--- src/pkg/auto_restart_cfg.svh ---
// Constants for the automatic restart sequencer: codes, reset values, timing.
`ifndef AUTO_RESTART_CFG_SVH
`define AUTO_RESTART_CFG_SVH

// Restart mode codes.
`define ARS_MODE_OFF        8'h00
`define ARS_MODE_ACK_ONLY   8'h01
`define ARS_MODE_PF_RESTART 8'h04
`define ARS_MODE_FLT_RESTART 8'h06
`define ARS_MODE_PF_MANUAL  8'h0E
`define ARS_MODE_FLT_MANUAL 8'h10
`define ARS_MODE_ACK_ALL_ON 8'h1A

// Reset values of the settings.
`define ARS_RST_MODE        8'h00
`define ARS_RST_LIMIT       8'h03
`define ARS_RST_WAIT_TENTHS 16'h000A
`define ARS_RST_MON_SEC     16'h003C
`define ARS_RST_CNT_RST_SEC 16'h0000

// Timing: clock rate and the timebase steps.
`define ARS_CLK_HZ          25000000
`define ARS_TENTH_MS        100
`define ARS_TENTH_CYCLES    ((`ARS_CLK_HZ / 1000) * `ARS_TENTH_MS)
`define ARS_TENTHS_PER_SEC  4'hA
`define ARS_CONFIRM_TENTHS  16'h000A

`endif

--- src/pkg/auto_restart_pkg.sv ---
// Types shared by the automatic restart sequencer and its timebase.
`default_nettype none
package auto_restart_pkg;

  // Sequencer states.
  typedef enum logic [2:0]
  {
    ST_IDLE,
    ST_ACK,
    ST_WAIT,
    ST_START,
    ST_CONFIRM,
    ST_RUN,
    ST_FAILED
  } seq_state_e;

  // Settings held by the sequencer.
  typedef struct packed
  {
    logic [7:0]  mode;          // Automatic restart mode.
    logic [7:0]  limit;         // Start attempt limit n.
    logic [15:0] wait_tenths;   // Start wait time in 0.1 s steps.
    logic [15:0] mon_sec;       // Restart monitor time, seconds.
    logic [15:0] cnt_rst_sec;   // Counter-reset monitor time, seconds.
  } cfg_s;

  // Status shown to the control core.
  typedef struct packed
  {
    seq_state_e  state;         // Present sequencer state.
    logic [7:0]  attempts_left; // Internal start attempt counter.
    logic        mode_valid;    // Stored mode is a known code.
    logic        monitor_run;   // Restart monitor timer running.
  } status_s;

endpackage : auto_restart_pkg
`default_nettype wire

--- src/hw/ars_timebase.sv ---
// Free-running tenth-second and one-second tick generator.
`include "auto_restart_cfg.svh"
`default_nettype none
module ars_timebase
  import auto_restart_pkg::*;
#(
  parameter int unsigned TENTH_CYCLES = 2500000
)
(
  // Clock and reset.
  input  wire logic sys_clk_i,
  input  wire logic arst_n_i,
  // Tick outputs.
  output logic      tick_tenth_o,
  output logic      tick_sec_o
);

  // Cycle counter inside one tenth of a second.
  logic [23:0] cyc_r;
  // Tenth counter inside one second.
  logic [3:0]  tenth_r;
  // Last cycle of a tenth.
  logic        tenth_end;

  assign tenth_end = (cyc_r == 24'(TENTH_CYCLES - 1));

  // Cycle divider; it never stops, so all intervals share one phase.
  always_ff @(posedge sys_clk_i or negedge arst_n_i)
  begin
    if (!arst_n_i)
    begin
      cyc_r <= 24'h000000;
    end
    else if (tenth_end)
    begin
      cyc_r <= 24'h000000;
    end
    else
    begin
      cyc_r <= cyc_r + 24'h000001;
    end
  end

  // Tenth divider and the registered tick pulses.
  always_ff @(posedge sys_clk_i or negedge arst_n_i)
  begin
    if (!arst_n_i)
    begin
      tenth_r      <= 4'h0;
      tick_tenth_o <= 1'b0;
      tick_sec_o   <= 1'b0;
    end
    else
    begin
      tick_tenth_o <= tenth_end;
      tick_sec_o   <= 1'b0;
      if (tenth_end)
      begin
        if (tenth_r == `ARS_TENTHS_PER_SEC - 4'h1)
        begin
          tenth_r    <= 4'h0;
          tick_sec_o <= 1'b1;
        end
        else
        begin
          tenth_r <= tenth_r + 4'h1;
        end
      end
    end
  end

endmodule : ars_timebase
`default_nettype wire

--- src/hw/auto_restart_sequencer.sv ---
// Automatic fault acknowledgement and restart sequencer for the inverter.
`include "auto_restart_cfg.svh"
`default_nettype none
module auto_restart_sequencer
  import auto_restart_pkg::*;
#(
  parameter int unsigned TENTH_CYCLES = `ARS_TENTH_CYCLES
)
(
  // Clock and reset.
  input  wire logic sys_clk_i,
  input  wire logic arst_n_i,
  // Settings write port and readback.
  input  wire logic cfg_wr_i,
  input  wire cfg_s cfg_wdata_i,
  output cfg_s      cfg_o,
  output logic      cfg_reject_o,
  // Run command and drive status.
  input  wire logic run_command_i,
  input  wire logic fault_i,
  input  wire logic fault_ack_i,
  input  wire logic flying_done_i,
  input  wire logic magnetized_flag_i,
  // Sequencer actions.
  output logic      auto_ack_o,
  output logic      switch_on_o,
  output logic      restart_failed_fault_o,
  output logic      start_success_o,
  // Status.
  output status_s   status_o
);

  // Mode is one of the accepted codes.
  function automatic logic mode_ok(input logic [7:0] m);
    mode_ok = (m == `ARS_MODE_OFF) || (m == `ARS_MODE_ACK_ONLY) ||
              (m == `ARS_MODE_PF_RESTART) || (m == `ARS_MODE_FLT_RESTART) ||
              (m == `ARS_MODE_PF_MANUAL) || (m == `ARS_MODE_FLT_MANUAL) ||
              (m == `ARS_MODE_ACK_ALL_ON);
  endfunction : mode_ok

  // Mode switches the motor on again by itself.
  function automatic logic mode_restarts(input logic [7:0] m);
    mode_restarts = (m == `ARS_MODE_PF_RESTART) ||
                    (m == `ARS_MODE_FLT_RESTART) ||
                    (m == `ARS_MODE_PF_MANUAL) ||
                    (m == `ARS_MODE_FLT_MANUAL) ||
                    (m == `ARS_MODE_ACK_ALL_ON);
  endfunction : mode_restarts

  // Mode inserts the start wait time.
  function automatic logic mode_waits(input logic [7:0] m);
    mode_waits = (m == `ARS_MODE_PF_RESTART) ||
                 (m == `ARS_MODE_FLT_RESTART) ||
                 (m == `ARS_MODE_ACK_ALL_ON);
  endfunction : mode_waits

  // Mode may acknowledge a fault itself; modes 4 and 6 only given the run command.
  function automatic logic ack_allowed(input logic [7:0] m,
                                       input logic       run);
    ack_allowed = (m == `ARS_MODE_ACK_ONLY) ||
                  (m == `ARS_MODE_ACK_ALL_ON) ||
                  (run && ((m == `ARS_MODE_PF_RESTART) ||
                           (m == `ARS_MODE_FLT_RESTART)));
  endfunction : ack_allowed

  // Stored settings.
  cfg_s        cfg_r;
  // Sequencer state and its next value.
  seq_state_e  state_r;
  seq_state_e  state_nxt;
  // Start attempt counter.
  logic [7:0]  attempts_r;
  // A zero count has already granted its one extra attempt.
  logic        spent_r;
  // Tenth-second interval counter for wait and confirmation.
  logic [15:0] tenth_cnt_r;
  // Seconds counter of the restart monitor.
  logic [15:0] mon_cnt_r;
  logic        mon_run_r;
  // Seconds counter of the counter-reset monitor.
  logic [15:0] rst_cnt_r;
  // Ticks from the timebase.
  logic        tick_tenth;
  logic        tick_sec;
  // Decoded events.
  logic        restart_mode;
  logic        do_ack;
  logic        success;
  logic        mon_expire;
  logic        cnt_reload;
  logic        fail_set;
  logic        cfg_changed;
  logic        wait_done;

  // One free timebase serves every interval in the block.
  ars_timebase #(
    .TENTH_CYCLES (TENTH_CYCLES)
  ) u_timebase (
    .sys_clk_i    (sys_clk_i),
    .arst_n_i     (arst_n_i),
    .tick_tenth_o (tick_tenth),
    .tick_sec_o   (tick_sec)
  );

  assign restart_mode = mode_restarts(cfg_r.mode);

  // A write reloads the counter only when mode or limit really changes.
  assign cfg_changed = cfg_wr_i && mode_ok(cfg_wdata_i.mode) &&
                       ((cfg_wdata_i.mode != cfg_r.mode) ||
                        (cfg_wdata_i.limit != cfg_r.limit));

  // Settings store; an unknown mode code refuses the whole write.
  always_ff @(posedge sys_clk_i or negedge arst_n_i)
  begin
    if (!arst_n_i)
    begin
      cfg_r.mode        <= `ARS_RST_MODE;
      cfg_r.limit       <= `ARS_RST_LIMIT;
      cfg_r.wait_tenths <= `ARS_RST_WAIT_TENTHS;
      cfg_r.mon_sec     <= `ARS_RST_MON_SEC;
      cfg_r.cnt_rst_sec <= `ARS_RST_CNT_RST_SEC;
      cfg_reject_o      <= 1'b0;
    end
    else
    begin
      cfg_reject_o <= cfg_wr_i && !mode_ok(cfg_wdata_i.mode);
      if (cfg_wr_i && mode_ok(cfg_wdata_i.mode))
      begin
        cfg_r <= cfg_wdata_i;
      end
    end
  end

  // The sequence acknowledges in the ACK state when the mode allows it,
  // or takes the outside acknowledgement in any mode.
  assign do_ack = (state_r == ST_ACK) &&
                  (ack_allowed(cfg_r.mode, run_command_i) ||
                   fault_ack_i);

  // The wait time is skipped in modes that do not use it.
  assign wait_done = !mode_waits(cfg_r.mode) ||
                     (tenth_cnt_r >= cfg_r.wait_tenths);

  // Success after the clean confirmation second with no new fault.
  assign success = (state_r == ST_CONFIRM) && !fault_i &&
                   (tenth_cnt_r >= `ARS_CONFIRM_TENTHS);

  // Monitor expiry; a zero setting switches the monitor off.
  assign mon_expire = mon_run_r && (cfg_r.mon_sec != 16'h0000) &&
                      (mon_cnt_r >= cfg_r.mon_sec);

  // Exhausted attempts or monitor expiry raise the failed fault.
  assign fail_set = (restart_mode && mon_expire) ||
                    ((state_r == ST_ACK) && do_ack && restart_mode &&
                     (attempts_r == 8'h00) && spent_r);

  // Counter reload after a clean run for the reset monitor time.
  assign cnt_reload = (state_r == ST_RUN) &&
                      (rst_cnt_r >= cfg_r.cnt_rst_sec);

  // Next-state decision of the restart sequence.
  always_comb
  begin
    state_nxt = state_r;
    case (state_r)
      // Waiting for a fault in a mode that reacts to it.
      ST_IDLE:
      begin
        if (fault_i && (cfg_r.mode != `ARS_MODE_OFF))
        begin
          state_nxt = ST_ACK;
        end
      end
      // Fault pending until acknowledged by the block or from outside.
      ST_ACK:
      begin
        if (fail_set)
        begin
          state_nxt = ST_FAILED;
        end
        else if (do_ack)
        begin
          state_nxt = restart_mode ? ST_WAIT : ST_IDLE;
        end
      end
      // Start wait time runs before every attempt in modes 4, 6 and 26.
      ST_WAIT:
      begin
        if (fail_set)
        begin
          state_nxt = ST_FAILED;
        end
        else if (fault_i)
        begin
          state_nxt = ST_ACK;
        end
        else if (wait_done && run_command_i)
        begin
          state_nxt = ST_START;
        end
      end
      // Motor switched on; wait for flying restart and magnetization.
      ST_START:
      begin
        if (fail_set)
        begin
          state_nxt = ST_FAILED;
        end
        else if (fault_i)
        begin
          state_nxt = ST_ACK;
        end
        else if (!run_command_i)
        begin
          state_nxt = ST_WAIT;
        end
        else if (flying_done_i && magnetized_flag_i)
        begin
          state_nxt = ST_CONFIRM;
        end
      end
      // One fault-free second confirms the attempt.
      ST_CONFIRM:
      begin
        if (fail_set)
        begin
          state_nxt = ST_FAILED;
        end
        else if (fault_i)
        begin
          state_nxt = ST_ACK;
        end
        else if (success)
        begin
          state_nxt = ST_RUN;
        end
      end
      // Running; a fault restarts the sequence with the reduced count.
      ST_RUN:
      begin
        if (fault_i)
        begin
          state_nxt = ST_ACK;
        end
        else if (cnt_reload)
        begin
          state_nxt = ST_IDLE;
        end
      end
      // Failed fault stands until run is off and it is acknowledged.
      ST_FAILED:
      begin
        if (!run_command_i && fault_ack_i)
        begin
          state_nxt = ST_IDLE;
        end
      end
      default:
      begin
        state_nxt = ST_IDLE;
      end
    endcase
    // A mode or limit change restarts the whole sequence from rest, except in ST_FAILED.
    if (cfg_changed && (state_r != ST_FAILED))
    begin
      state_nxt = ST_IDLE;
    end
  end

  // State register.
  always_ff @(posedge sys_clk_i or negedge arst_n_i)
  begin
    if (!arst_n_i)
    begin
      state_r <= ST_IDLE;
    end
    else
    begin
      state_r <= state_nxt;
    end
  end

  // Start attempt counter: reload wins over a decrement in the same cycle.
  // The counter alone cannot tell the last grant at zero from the refusal
  // after it, so a flag marks that the extra attempt of n+1 was used.
  always_ff @(posedge sys_clk_i or negedge arst_n_i)
  begin
    if (!arst_n_i)
    begin
      attempts_r <= `ARS_RST_LIMIT;
      spent_r    <= 1'b0;
    end
    else if (cfg_changed)
    begin
      attempts_r <= cfg_wdata_i.limit;
      spent_r    <= 1'b0;
    end
    else if (state_r == ST_FAILED && !run_command_i && fault_ack_i)
    begin
      attempts_r <= cfg_r.limit;
      spent_r    <= 1'b0;
    end
    else if (cnt_reload)
    begin
      attempts_r <= cfg_r.limit;
      spent_r    <= 1'b0;
    end
    else if (do_ack && restart_mode && attempts_r != 8'h00)
    begin
      attempts_r <= attempts_r - 8'h01;
    end
    else if (do_ack && restart_mode)
    begin
      spent_r <= 1'b1;
    end
  end

  // Tenth counter; cleared on each state change so each interval is fresh.
  always_ff @(posedge sys_clk_i or negedge arst_n_i)
  begin
    if (!arst_n_i)
    begin
      tenth_cnt_r <= 16'h0000;
    end
    else if (state_nxt != state_r)
    begin
      tenth_cnt_r <= 16'h0000;
    end
    else if (tick_tenth && tenth_cnt_r != 16'hFFFF)
    begin
      tenth_cnt_r <= tenth_cnt_r + 16'h0001;
    end
  end

  // Restart monitor: runs from fault to success or failure.
  always_ff @(posedge sys_clk_i or negedge arst_n_i)
  begin
    if (!arst_n_i)
    begin
      mon_run_r <= 1'b0;
      mon_cnt_r <= 16'h0000;
    end
    else if (success || state_nxt == ST_FAILED || state_nxt == ST_IDLE)
    begin
      mon_run_r <= 1'b0;
      mon_cnt_r <= 16'h0000;
    end
    else if (state_r != ST_ACK && state_nxt == ST_ACK && !mon_run_r)
    begin
      mon_run_r <= restart_mode;
      mon_cnt_r <= 16'h0000;
    end
    else if (mon_run_r && tick_sec && mon_cnt_r != 16'hFFFF)
    begin
      mon_cnt_r <= mon_cnt_r + 16'h0001;
    end
  end

  // Counter-reset monitor: counts seconds of clean running.
  always_ff @(posedge sys_clk_i or negedge arst_n_i)
  begin
    if (!arst_n_i)
    begin
      rst_cnt_r <= 16'h0000;
    end
    else if (state_r != ST_RUN)
    begin
      rst_cnt_r <= 16'h0000;
    end
    else if (tick_sec && rst_cnt_r != 16'hFFFF)
    begin
      rst_cnt_r <= rst_cnt_r + 16'h0001;
    end
  end

  // Registered action outputs; the failed flag set wins over its clear.
  always_ff @(posedge sys_clk_i or negedge arst_n_i)
  begin
    if (!arst_n_i)
    begin
      auto_ack_o             <= 1'b0;
      switch_on_o            <= 1'b0;
      start_success_o        <= 1'b0;
      restart_failed_fault_o <= 1'b0;
    end
    else
    begin
      auto_ack_o      <= (state_r == ST_ACK) && !fail_set &&
                         ack_allowed(cfg_r.mode, run_command_i);
      switch_on_o     <= (state_nxt == ST_START) ||
                         (state_nxt == ST_CONFIRM) ||
                         (state_nxt == ST_RUN);
      start_success_o <= success;
      if (fail_set)
      begin
        restart_failed_fault_o <= 1'b1;
      end
      else if (!run_command_i && fault_ack_i)
      begin
        restart_failed_fault_o <= 1'b0;
      end
    end
  end

  // Readback and status.
  assign cfg_o                  = cfg_r;
  assign status_o.state         = state_r;
  assign status_o.attempts_left = attempts_r;
  assign status_o.mode_valid    = mode_ok(cfg_r.mode);
  assign status_o.monitor_run   = mon_run_r;

endmodule : auto_restart_sequencer
`default_nettype wire

--- config.mk ---
export PLATFORM = sky130hd
export DESIGN_NAME = auto_restart_sequencer
export DESIGN_NICKNAME = d
export VERILOG_FILES = /design/src/pkg/auto_restart_pkg.sv /design/src/hw/ars_timebase.sv /design/src/hw/auto_restart_sequencer.sv
export VERILOG_INCLUDE_DIRS = /design/src /design/src/pkg
export SDC_FILE = /design/constraint.sdc
export NUM_CORES = 1
export LEC_CHECK = 0
export ABC_AREA = 0
export BUFFER_PORTS_ARGS = -buffer_cell sky130_fd_sc_hd__buf_2
export CORE_UTILIZATION = 55
export DETAILED_ROUTE_END_ITERATION = 10
export PLACE_DENSITY = 0.83
export REMOVE_ABC_BUFFERS = 1
export SETUP_SLACK_MARGIN = 0.4
export SLEW_MARGIN = 10
export SYNTH_ARGS = -nofsm -noshare
export SYNTH_HDL_FRONTEND = slang
export SYNTH_SLANG_ARGS = --single-unit
--- constraint.sdc ---
create_clock -name sys_clk_i -period 4.8 [get_ports sys_clk_i]
set_clock_uncertainty 0.15 [all_clocks]
set_input_delay 0.24 -clock sys_clk_i [delete_from_list [all_inputs] [get_ports sys_clk_i]]
set_output_delay 0.24 -clock sys_clk_i [all_outputs]
set_load 0.005 [all_outputs]
==> reports/qor.txt, run 1 <==
most frequent cells in the layout - 152 x buf_2, 150 x dfrtp_1, 67 x mux2_2
post-DR vias/cell - 5.61
core area - 0.0160 mm²
Die X - 131 µm
post-synthesis area per instance - 10.3 µm²
number of gates resized after CTS - 0
Cell Chain, Critical Path - nor4_1 -> nand3_1 -> a2111oi_4 -> nand3_2 -> a21o_1 -> and2_1 -> nor4b_4 -> nor4_4 -> buf_4 -> nor3_1
Post-synth EDFFs - 0
post-route ant nets - 0
DRC viols - 0
Setup CP Type - reg2reg
final hold viol count - 0
postcts setup bufs - 0
cell with the largest stage delay on the worst path - nor4_4
Tmin final - 3.89 ns
Area growth syn-to-layout - 24.7%
Global Route met2 Usage - 45.7%
kind of start point of the critical path - register
asr flop ratio synth - 100%
Distinct cells, synth - 67
Post-Place Worst Slack - 1.01 ns
Clock transition at path regs - 0.07 ns
1st-pass router iterations - 5
Inst Count DP - 1230
Final setup viols - 0
CTS root buffer - clkbuf_16
layout cells sized above 1 - 26.5%
final cell count without fillers - 1326
CTS Buf Count - 17
std cell rows - 46
clock latency on the worst-skew pair - 0.43 ns
P per Cell Area - 388 mW/mm²
Clock Sinks - 160
I/O pin total - 154
CTS tree - yes
crit path buf inv count - 1
Initial Utilization - 56.8%
nature of the critical path endpoint - register
global route hottest layer - met2
Filler Cells Inserted - 1152
Nets - 1223
WP data required - 4.96 ns
CP peak stage delay - 0.68 ns
initial antenna violation count - 0
die area - 0.0170 mm²
most common cell after layout, fill and taps aside - buf_2
leakage - 5.44 nW
final WL - 21800 µm
count of yosys warnings during synthesis - 0
HPWL after detailed placement - 14700 µm
Max Slew Vio Count - 0
first-pass GRT wire length - 36000 µm
RSZ-0062 raised after global routing - no
DRT iter0 DRCs - 446
synthesized cell area - 0.00908 mm²
H-Tree Level Count - 4
GRT met1 Usage - 34.1%
vias in the first global route - 7571
fin crit share - 81.0%
setup ws final - 0.912 ns
gr ovfl total - 0
Synth Register Bits - 160
Final Wtd Congestion - 0.834
drt wl/cell - 16.4 µm
outcome - complete, no violations
sequential share of the synthesized area - 44.2%
Vias - 7435
footprint of the multi-input gates - 0.00471 mm²
PortBufs - 153
worst slew pin tran - 0.876 ns
Most used DFF post-synth - dfrtp_1
deepest clock path buffer count - 2
kind of cell adding the most delay to the critical path - simple AND/OR/NAND/NOR gates
met3 Track Usage GR - 4.97%
largest net degree at the start of global routing - 98
HP Class - in2reg
total global-route track usage - 26.9%
Reg area - 0.00402 mm²
Peak Freq - 257 MHz
Gate Count Post-Synth - 880
Chip Height - 131 µm
max cap viols - 0
Max rail drop VDD - 0.352 mV
ANT cells - 0
crit path DAT - 4.05 ns
Rel. slew slack - 41.6%
CP max FO - 9
==> timing repair <==
item	CTS	global route
endpoints found under the setup margin	0	0
hold buffers	64	0
hold endpoints to repair	151	0
==> registers in the layout, indices dropped and copies added, names as in the netlist, 3 cells and up <==
name	flops
attempts_r	8
cfg_o	64
mon_cnt_r	16
rst_cnt_r	16
state_r	3
tenth_cnt_r	16
u_timebase.cyc_r	24
u_timebase.tenth_r	4
==> final cells by class <==
cell class / count / area share (%)
timing repair buffer: 228 / 13.2
sequential: 160 / 35.5
tap: 216 / 2.39
clock buffer: 17 / 3.76
inverter: 63 / 2.09
multi-input combinational: 627 / 41.6
clock inverter: 15 / 1.49
==> power by group <==
group / leakage [nW] / switching [mW] / internal [mW] / total [mW]
Clock: 0.289 / 0.561 / 0.814 / 1.37
Combinational: 3.04 / 0.667 / 0.602 / 1.27
Sequential: 2.11 / 0.215 / 1.54 / 1.75
Total: 5.44 / 1.44 / 2.95 / 4.39
==> through the flow <==
stage          setup TNS [ns]  hold slack (ns)  power [mW]  cell area (µm²)  util (%)
3_5_place_dp                0            0.242        2.98            10100      63.1
3_3_place_gp                0            0.234        2.93            10100      63.1
2_1_floorplan           -3.78           -0.206        2.46             8940         -
5_1_grt                     0           0.0939        4.63            11300      70.8
6_report                    0           0.0343        4.39            11300      70.8
4_1_cts                     0           0.0319        4.41            11300      70.8
==> cells by family (layout without fill, tap and decap cells) <==
group / count (synthesis) / count (layout) / synth area share [%]
adder cells (fa/ha/maj): 54 / 54 / 7.44
multiplexers: 77 / 77 / 9.41
flip-flops: 160 / 160 / 44.2
buffers and inverters: 93 / 323 / 4.19
XOR/XNOR: 87 / 87 / 8.39
AND/OR/NAND/NOR: 305 / 305 / 18.4
AO/OA/AOI/OAI: 104 / 104 / 8.00
==> worst min-delay path, stage by stage <==
cell      delay (ns)
buf_2           0.10
nor3_1          0.08
a21boi_0        0.15
==> worst paths after layout <==
path | startpoint | end | slack (ns) | cells past startpoint
min in group asynchronous | arst_n_i | cfg_o[10]$_DFFE_PN0P_ | 0.31 | 2
max in group asynchronous | arst_n_i | u_timebase.cyc_r[11]$_DFF_PN0_ | 3.17 | 3
worst max-delay path | cfg_o[56]$_DFFE_PN0P_ | tenth_cnt_r[3]$_DFFE_PN0P_ | 0.91 | 10
worst max register to register | cfg_o[56]$_DFFE_PN0P_ | tenth_cnt_r[3]$_DFFE_PN0P_ | 0.91 | 10
worst min-delay path | cfg_wdata_i[63] | cfg_reject_o$_DFF_PN0_ | 0.03 | 3
worst min register to register | u_timebase.cyc_r[0]$_DFF_PN0_ | u_timebase.cyc_r[0]$_DFF_PN0_ | 0.31 | 1
==> Yosys cell counts (all sizes together), types with 5 or more instances <==
master    n  area, µm²
mux2     67        754
nor2     55        206
a21oi    23        115
dfstp    10        263
nand4    22        138
a41oi     5       43.8
mux2i    10        100
inv      63        236
a21o      7       52.6
and2     13       81.3
clkbuf   23       86.3
xnor2    42        368
nand3    32        165
dfrtp   150       3750
o21ai    27        135
and4      6       52.6
nor4     21        146
ha       54        676
nor2b     9       56.3
and3     18        118
nand2b   10       62.6
xor2     45        394
nor3b     5       37.5
nand2    60        225
nor3     39        240
o31ai     6       50.1
buf       7       57.5
==> routing by layer <==
metal  up-vias  wire length, µm  share of wire [%]
met2       225            10800                 49
met3        39             1080                5.0
met5         -                0                  0
met4         0              432                2.0
met1      3614             9530                 44
li1       3557                -                  -
Note: power is estimated with default switching activity, not from simulation.
==> inputs of run 2 (changes only) <==
--- a/config.mk
+++ b/config.mk
@@ -6,7 +6,7 @@
 export SDC_FILE = /design/constraint.sdc
 export NUM_CORES = 1
 export LEC_CHECK = 0
-export ABC_AREA = 0
+export ABC_AREA = 1
 export BUFFER_PORTS_ARGS = -buffer_cell sky130_fd_sc_hd__buf_2
 export CORE_UTILIZATION = 55
 export DETAILED_ROUTE_END_ITERATION = 10
==> constraint.sdc (replaced) <==
create_clock -name sys_clk_i -period 3.8 [get_ports sys_clk_i]
set_clock_uncertainty 0.15 [all_clocks]
set_input_delay 0.19 -clock sys_clk_i [delete_from_list [all_inputs] [get_ports sys_clk_i]]
set_output_delay 0.19 -clock sys_clk_i [all_outputs]
set_load 0.005 [all_outputs]
==> reports/qor.txt, run 2 <==
first-pass GRT wire length - 38900 µm
P per Cell Area - 437 mW/mm²
count of yosys warnings during synthesis - 0
Inst Count DP - 1550
PortBufs - 153
flop2flop setup slack - 0.78 ns
Layout Utilization - 69.1%
Met1 Routed Length - 9950 µm
final cell count without fillers - 1649
Clock transition at path regs - 0.06 ns
I/O pin total - 154
Clock Sinks - 160
H-Tree Level Count - 4
setup ws final - 0.776 ns
final hold viol count - 0
nature of the critical path endpoint - register
deepest clock path buffer count - 2
CTS Hold Bufs - 66
final WL - 23500 µm
largest cells by area after synthesis - dfrtp_1 39%, nand2_1 9.4%, ha_1 7.0%, inv_1 6.5%, nor2_1 4.6%
Nets - 1536
gr ovfl total - 0
DRC viols - 0
1st-pass router iterations - 5
CTS Buf Count - 17
Initial Utilization - 56.1%
Commonest cells post-synth - 241 x nand2_1, 166 x inv_1, 150 x dfrtp_1
kind of cell adding the most delay to the critical path - simple AND/OR/NAND/NOR gates
HPWL after detailed placement - 16000 µm
std cell rows - 48
CP peak stage delay - 0.52 ns
CTS tree - yes
Most used DFF post-synth - dfrtp_1
Distinct cells, synth - 53
most common cell after layout, fill and taps aside - nand2_1
CTS root buffer - clkbuf_16
DRT iter0 DRCs - 615
Synth Register Bits - 160
crit path DAT - 3.23 ns
met2 WL - 11700 µm
post-route ant nets - 0
Cell Chain, Critical Path - inv_1 -> ha_1 -> nand2_1 -> nor2_1 -> nand2_1 -> nand2_1 -> nor2_1 -> nand2_1 -> nand2_1 -> nand2_1 -> a21oi_1 -> nand3_1 -> nand2_1 -> nand4_1 -> nand2_2 -> nand2_1 -> nand2_1 -> nand3_4 -> nor2_1
Post-synth EDFFs - 0
Max rail drop VDD - 0.323 mV
Gate Count Post-Synth - 1188
layout cells sized above 1 - 19.0%
Final Wtd Congestion - 0.871
setup TNS - 0 ns
max cap viols - 0
post-DR vias/cell - 5.31
sequential share of the synthesized area - 41.7%
Final Hold Slack - 0.145 ns
postcts setup bufs - 0
fin crit share - 79.6%
drt wl/cell - 14.3 µm
initial antenna violation count - 1
post-synthesis area per instance - 8.10 µm²
leakage - 5.91 nW
Rel. slew slack - 33.2%
largest net degree at the start of global routing - 117
CP max FO - 16
Final setup viols - 0
WP data required - 4.00 ns
Largest register FFs - 64
Max Slew Vio Count - 0
die area - 0.0180 mm²
most frequent cells in the layout - 241 x nand2_1, 166 x inv_1, 152 x buf_2
asr flop ratio synth - 100%
largest area contributor in the netlist - dfrtp_1
Setup CP Type - reg2reg
met3 wire length - 1100 µm
Post-Place Worst Slack - 0.780 ns
number of gates resized after CTS - 0
clock latency on the worst-skew pair - 0.43 ns
Chip Height - 134 µm
total global-route track usage - 26.8%
Die X - 134 µm
Area growth syn-to-layout - 23.3%
worst slew pin tran - 1.00 ns
Yosys top cell area share - 39.0%
crit path buf inv count - 1
Peak Freq - 331 MHz
HP Class - in2reg
core area - 0.0172 mm²
most frequent CP cell - nand2_1
Tmin final - 3.02 ns
outcome - complete, no violations
RSZ-0062 raised after global routing - no
count leader, synth - nand2_1
top routing layer used - met4
Vias - 8757
cell with the largest stage delay on the worst path - dfstp_2
kind of start point of the critical path - register
vias in the first global route - 8580
synthesized cell area - 0.00963 mm²
## run 2: final timing paths
check	start	to	depth (start not counted)
min reg2reg	u_timebase.cyc_r[2]$_DFF_PN0_	u_timebase.cyc_r[2]$_DFF_PN0_	1
min in group asynchronous	arst_n_i	cfg_o[6]$_DFFE_PN0P_	2
max in group asynchronous	arst_n_i	cfg_o[33]$_DFFE_PN1P_	3
max	cfg_o[35]$_DFFE_PN1P_	tenth_cnt_r[0]$_DFFE_PN0P_	19
max reg2reg	cfg_o[35]$_DFFE_PN1P_	tenth_cnt_r[0]$_DFFE_PN0P_	19
min	fault_i	start_success_o$_DFF_PN0_	4
## run 2: per-stage QoR
step                      cell area (µm²)  total power, mW
final                               11900             5.18
after global routing                11900             5.46
after CTS                           11900             5.19
after detailed placement            10600             3.43
after global placement              10600             3.38
after floorplan                      9520             2.91
## run 2: logic make-up after synthesis
family	share of synthesized area [%]
AO/OA/AOI/OAI	9.50
XOR/XNOR	5.54
adder cells (fa/ha/maj)	7.02
buffers and inverters	7.93
flip-flops	41.7
multiplexers	0.104
AND/OR/NAND/NOR	28.2
## run 2: worst register-to-register path, stage by stage (launching register included)
cell and delay [ns]:
dfstp_2 0.52, inv_1 0.05, ha_1 0.30, nand2_1 0.11, nor2_1 0.06, nand2_1 0.06
nand2_1 0.05, nor2_1 0.09, nand2_1 0.08, nand2_1 0.07, nand2_1 0.08, a21oi_1 0.18
nand3_1 0.09, nand2_1 0.11, nand4_1 0.13, nand2_2 0.13, nand2_1 0.06, nand2_1 0.09
nand3_4 0.32, nor2_1 0.22
## run 2: final cells by class
type | count | area, µm²
clock inverter | 8 | 105
inverter | 175 | 657
timing repair buffer | 223 | 1480
sequential | 160 | 4020
clock buffer | 24 | 482
tap | 225 | 282
antenna | 1 | 2.50
fill | 1322 | 5310
multi-input combinational | 833 | 4850
## run 2: layer usage
metal  GRT usage [%]  vias to the layer above
li1                -                     4295
met1            32.4                     4127
met2            46.4                      263
met3            4.69                       72
met4            12.6                        0
met5               0                        -
## run 2: report_power, final
| group | leakage [nW] | internal, mW | switching, mW |
|---|---|---|---|
| logic | 3.60 | 0.545 | 0.795 |
| clock network | 0.277 | 1.02 | 0.679 |
| registers | 2.04 | 1.95 | 0.189 |
| total | 5.91 | 3.52 | 1.66 |
==> inputs of run 3 (changes only) <==
==> constraint.sdc (replaced) <==
create_clock -name sys_clk_i -period 3 [get_ports sys_clk_i]
set_clock_uncertainty 0.15 [all_clocks]
set_input_delay 0.15 -clock sys_clk_i [delete_from_list [all_inputs] [get_ports sys_clk_i]]
set_output_delay 0.15 -clock sys_clk_i [all_outputs]
set_load 0.005 [all_outputs]
==> reports/qor.txt, run 3 (synthesis gave the netlist of run 2 again) <==
outcome - complete, no violations
Area growth syn-to-layout - 30.1%
worst slew pin tran - 0.724 ns
most common cell after layout, fill and taps aside - nand2_1
power share of the clock group - 32.4%
Global Route met2 Usage - 51.1%
FF-to-FF Start - cfg_o[33]$_DFFE_PN1P_
deepest clock path buffer count - 2
GRT met1 Usage - 33.5%
Tmin final - 2.81 ns
Nets - 1561
P_sw - 2.27 mW
Cell Chain, Critical Path - inv_2 -> ha_4 -> inv_2 -> o21bai_1 -> nand2_1 -> nand2_1 -> nand2_1 -> nand2_1 -> nand2_2 -> nand2_2 -> nand2_2 -> nand2_1 -> nand2_1 -> nand2_1 -> nand2_2 -> nand2_4 -> nand2_4 -> xor2_4 -> nand3_4 -> buf_12 -> nor2_1
first-pass GRT wire length - 41100 µm
clock latency on the worst-skew pair - 0.44 ns
initial antenna violation count - 0
Initial Utilization - 56.1%
Placed Area - 0.0107 mm²
PortBufs - 153
max cap viols - 0
vias in the first global route - 8945
share of power burned in registers - 39.0%
setup TNS - 0 ns
crit path DAT - 2.98 ns
CTS tree - yes
fin crit share - 93.6%
Peak Freq - 356 MHz
Setup CP Type - reg2reg
Stages on worst setup path - 21
Max Slew Vio Count - 0
design area - 0.0125 mm²
kind of cell adding the most delay to the critical path - simple AND/OR/NAND/NOR gates
leakage - 6.13 nW
met3 Track Usage GR - 4.99%
WP data required - 3.17 ns
std cell rows - 48
most frequent cells in the layout - 227 x nand2_1, 156 x inv_1, 152 x buf_2
DRC viols - 0
DRT iter0 DRCs - 563
Largest register FFs - 64
most frequent CP cell - nand2_1
CTS root buffer - clkbuf_16
Rel. slew slack - 51.7%
kind of start point of the critical path - register
die area - 0.0180 mm²
RSZ-0062 raised after global routing - yes
internal power - 4.71 mW
CTS Buf Count - 17
cell with the largest stage delay on the worst path - dfstp_2
final hold viol count - 0
post-route ant nets - 0
CP max FO - 8
reg2reg end - tenth_cnt_r[5]$_DFFE_PN0P_
I/O pin total - 154
Vias - 8965
ANT cells - 0
Final setup viols - 0
CP peak stage delay - 0.54 ns
Max rail drop VDD - 0.474 mV
crit path buf inv count - 3
nature of the critical path endpoint - register
flop2flop setup slack - 0.19 ns
Clock transition at path regs - 0.06 ns
Final Wtd Congestion - 0.817
1st-pass router iterations - 5
layout cells sized above 1 - 25.0%
Worst R2R Path Depth - 21
Chip Height - 134 µm
HPWL after detailed placement - 16300 µm
total global-route track usage - 28.7%
global route hottest layer - met2
final WL - 25300 µm
Logic pwr share - 28.6%
Clock Sinks - 160
post-DR vias/cell - 5.36
Net Sw Frac - 32.5%
Die X - 134 µm
largest net degree at the start of global routing - 117
gr ovfl total - 0
drt wl/cell - 15.1 µm
P per Cell Area - 558 mW/mm²
H-Tree Level Count - 4
core area - 0.0172 mm²
HP Class - in2async
## run 3: through the flow
step | util [%] | instances | hold slack [ns] | setup slack [ns] | total power [mW]
2_1_floorplan | - | 1168 | -0.296 | -0.161 | 3.69
3_3_place_gp | 62.3 | 1558 | -0.0974 | 0.271 | 4.33
4_1_cts | 71.5 | 1665 | 0.0265 | 0.309 | 6.88
5_1_grt | 72.9 | 1673 | 0.0599 | 0.0411 | 7.33
6_report | 72.9 | 1673 | 0.0184 | 0.191 | 6.98
3_5_place_dp | 62.3 | 1558 | -0.0926 | 0.186 | 4.39
## run 3: power by group through the flow
stage / Combinational (mW) / Clock (mW) / Sequential, mW
2_1_floorplan: 0.945 / 0 / 2.75
3_3_place_gp: 1.60 / 0 / 2.73
3_5_place_dp: 1.65 / 0 / 2.74
4_1_cts: 1.89 / 2.28 / 2.71
5_1_grt: 2.22 / 2.35 / 2.76
6_report: 2.00 / 2.26 / 2.72
## run 3: repair_timing
action / 4_1_cts / 5_1_grt
gates resized for setup: 50 / 40
buffers inserted: 7 / 8
endpoints found under the hold margin: 225 / 0
cloned: 2 / 0
hold buffers: 66 / 0
pin swaps: 26 / 31
endpoints found under the setup margin: 33 / 107
## run 3: worst max-delay path by stage
stage                                      from                    endpoint  slack (ns)
after floorplan                 cfg_wdata_i[58]  tenth_cnt_r[0]$_DFFE_PN0P_       -0.16
after global placement    cfg_o[35]$_DFFE_PN1P_  tenth_cnt_r[4]$_DFFE_PN0P_        0.27
after detailed placement  cfg_o[21]$_DFFE_PN1P_  tenth_cnt_r[0]$_DFFE_PN0P_        0.19
after CTS                 cfg_o[35]$_DFFE_PN1P_  tenth_cnt_r[1]$_DFFE_PN0P_        0.31
after global routing      cfg_o[21]$_DFFE_PN1P_  tenth_cnt_r[5]$_DFFE_PN0P_        0.04
final                     cfg_o[33]$_DFFE_PN1P_  tenth_cnt_r[5]$_DFFE_PN0P_        0.19
## run 3: final cells by class
class                           instances  area (µm²)
Clock buffer                           23         478
Clock inverter                          9         133
Fill cell                            1200        4650
Inverter                              175         657
Multi-Input combinational cell        833        5220
Sequential cell                       160        4020
Tap cell                              225         282
Timing Repair Buffer                  248        1740
## run 3: per-layer routing
metal,vias up,wire (µm)
li1,4341,-
met1,4218,10200
met2,310,12800
met3,96,1300
met4,0,984
met5,-,0
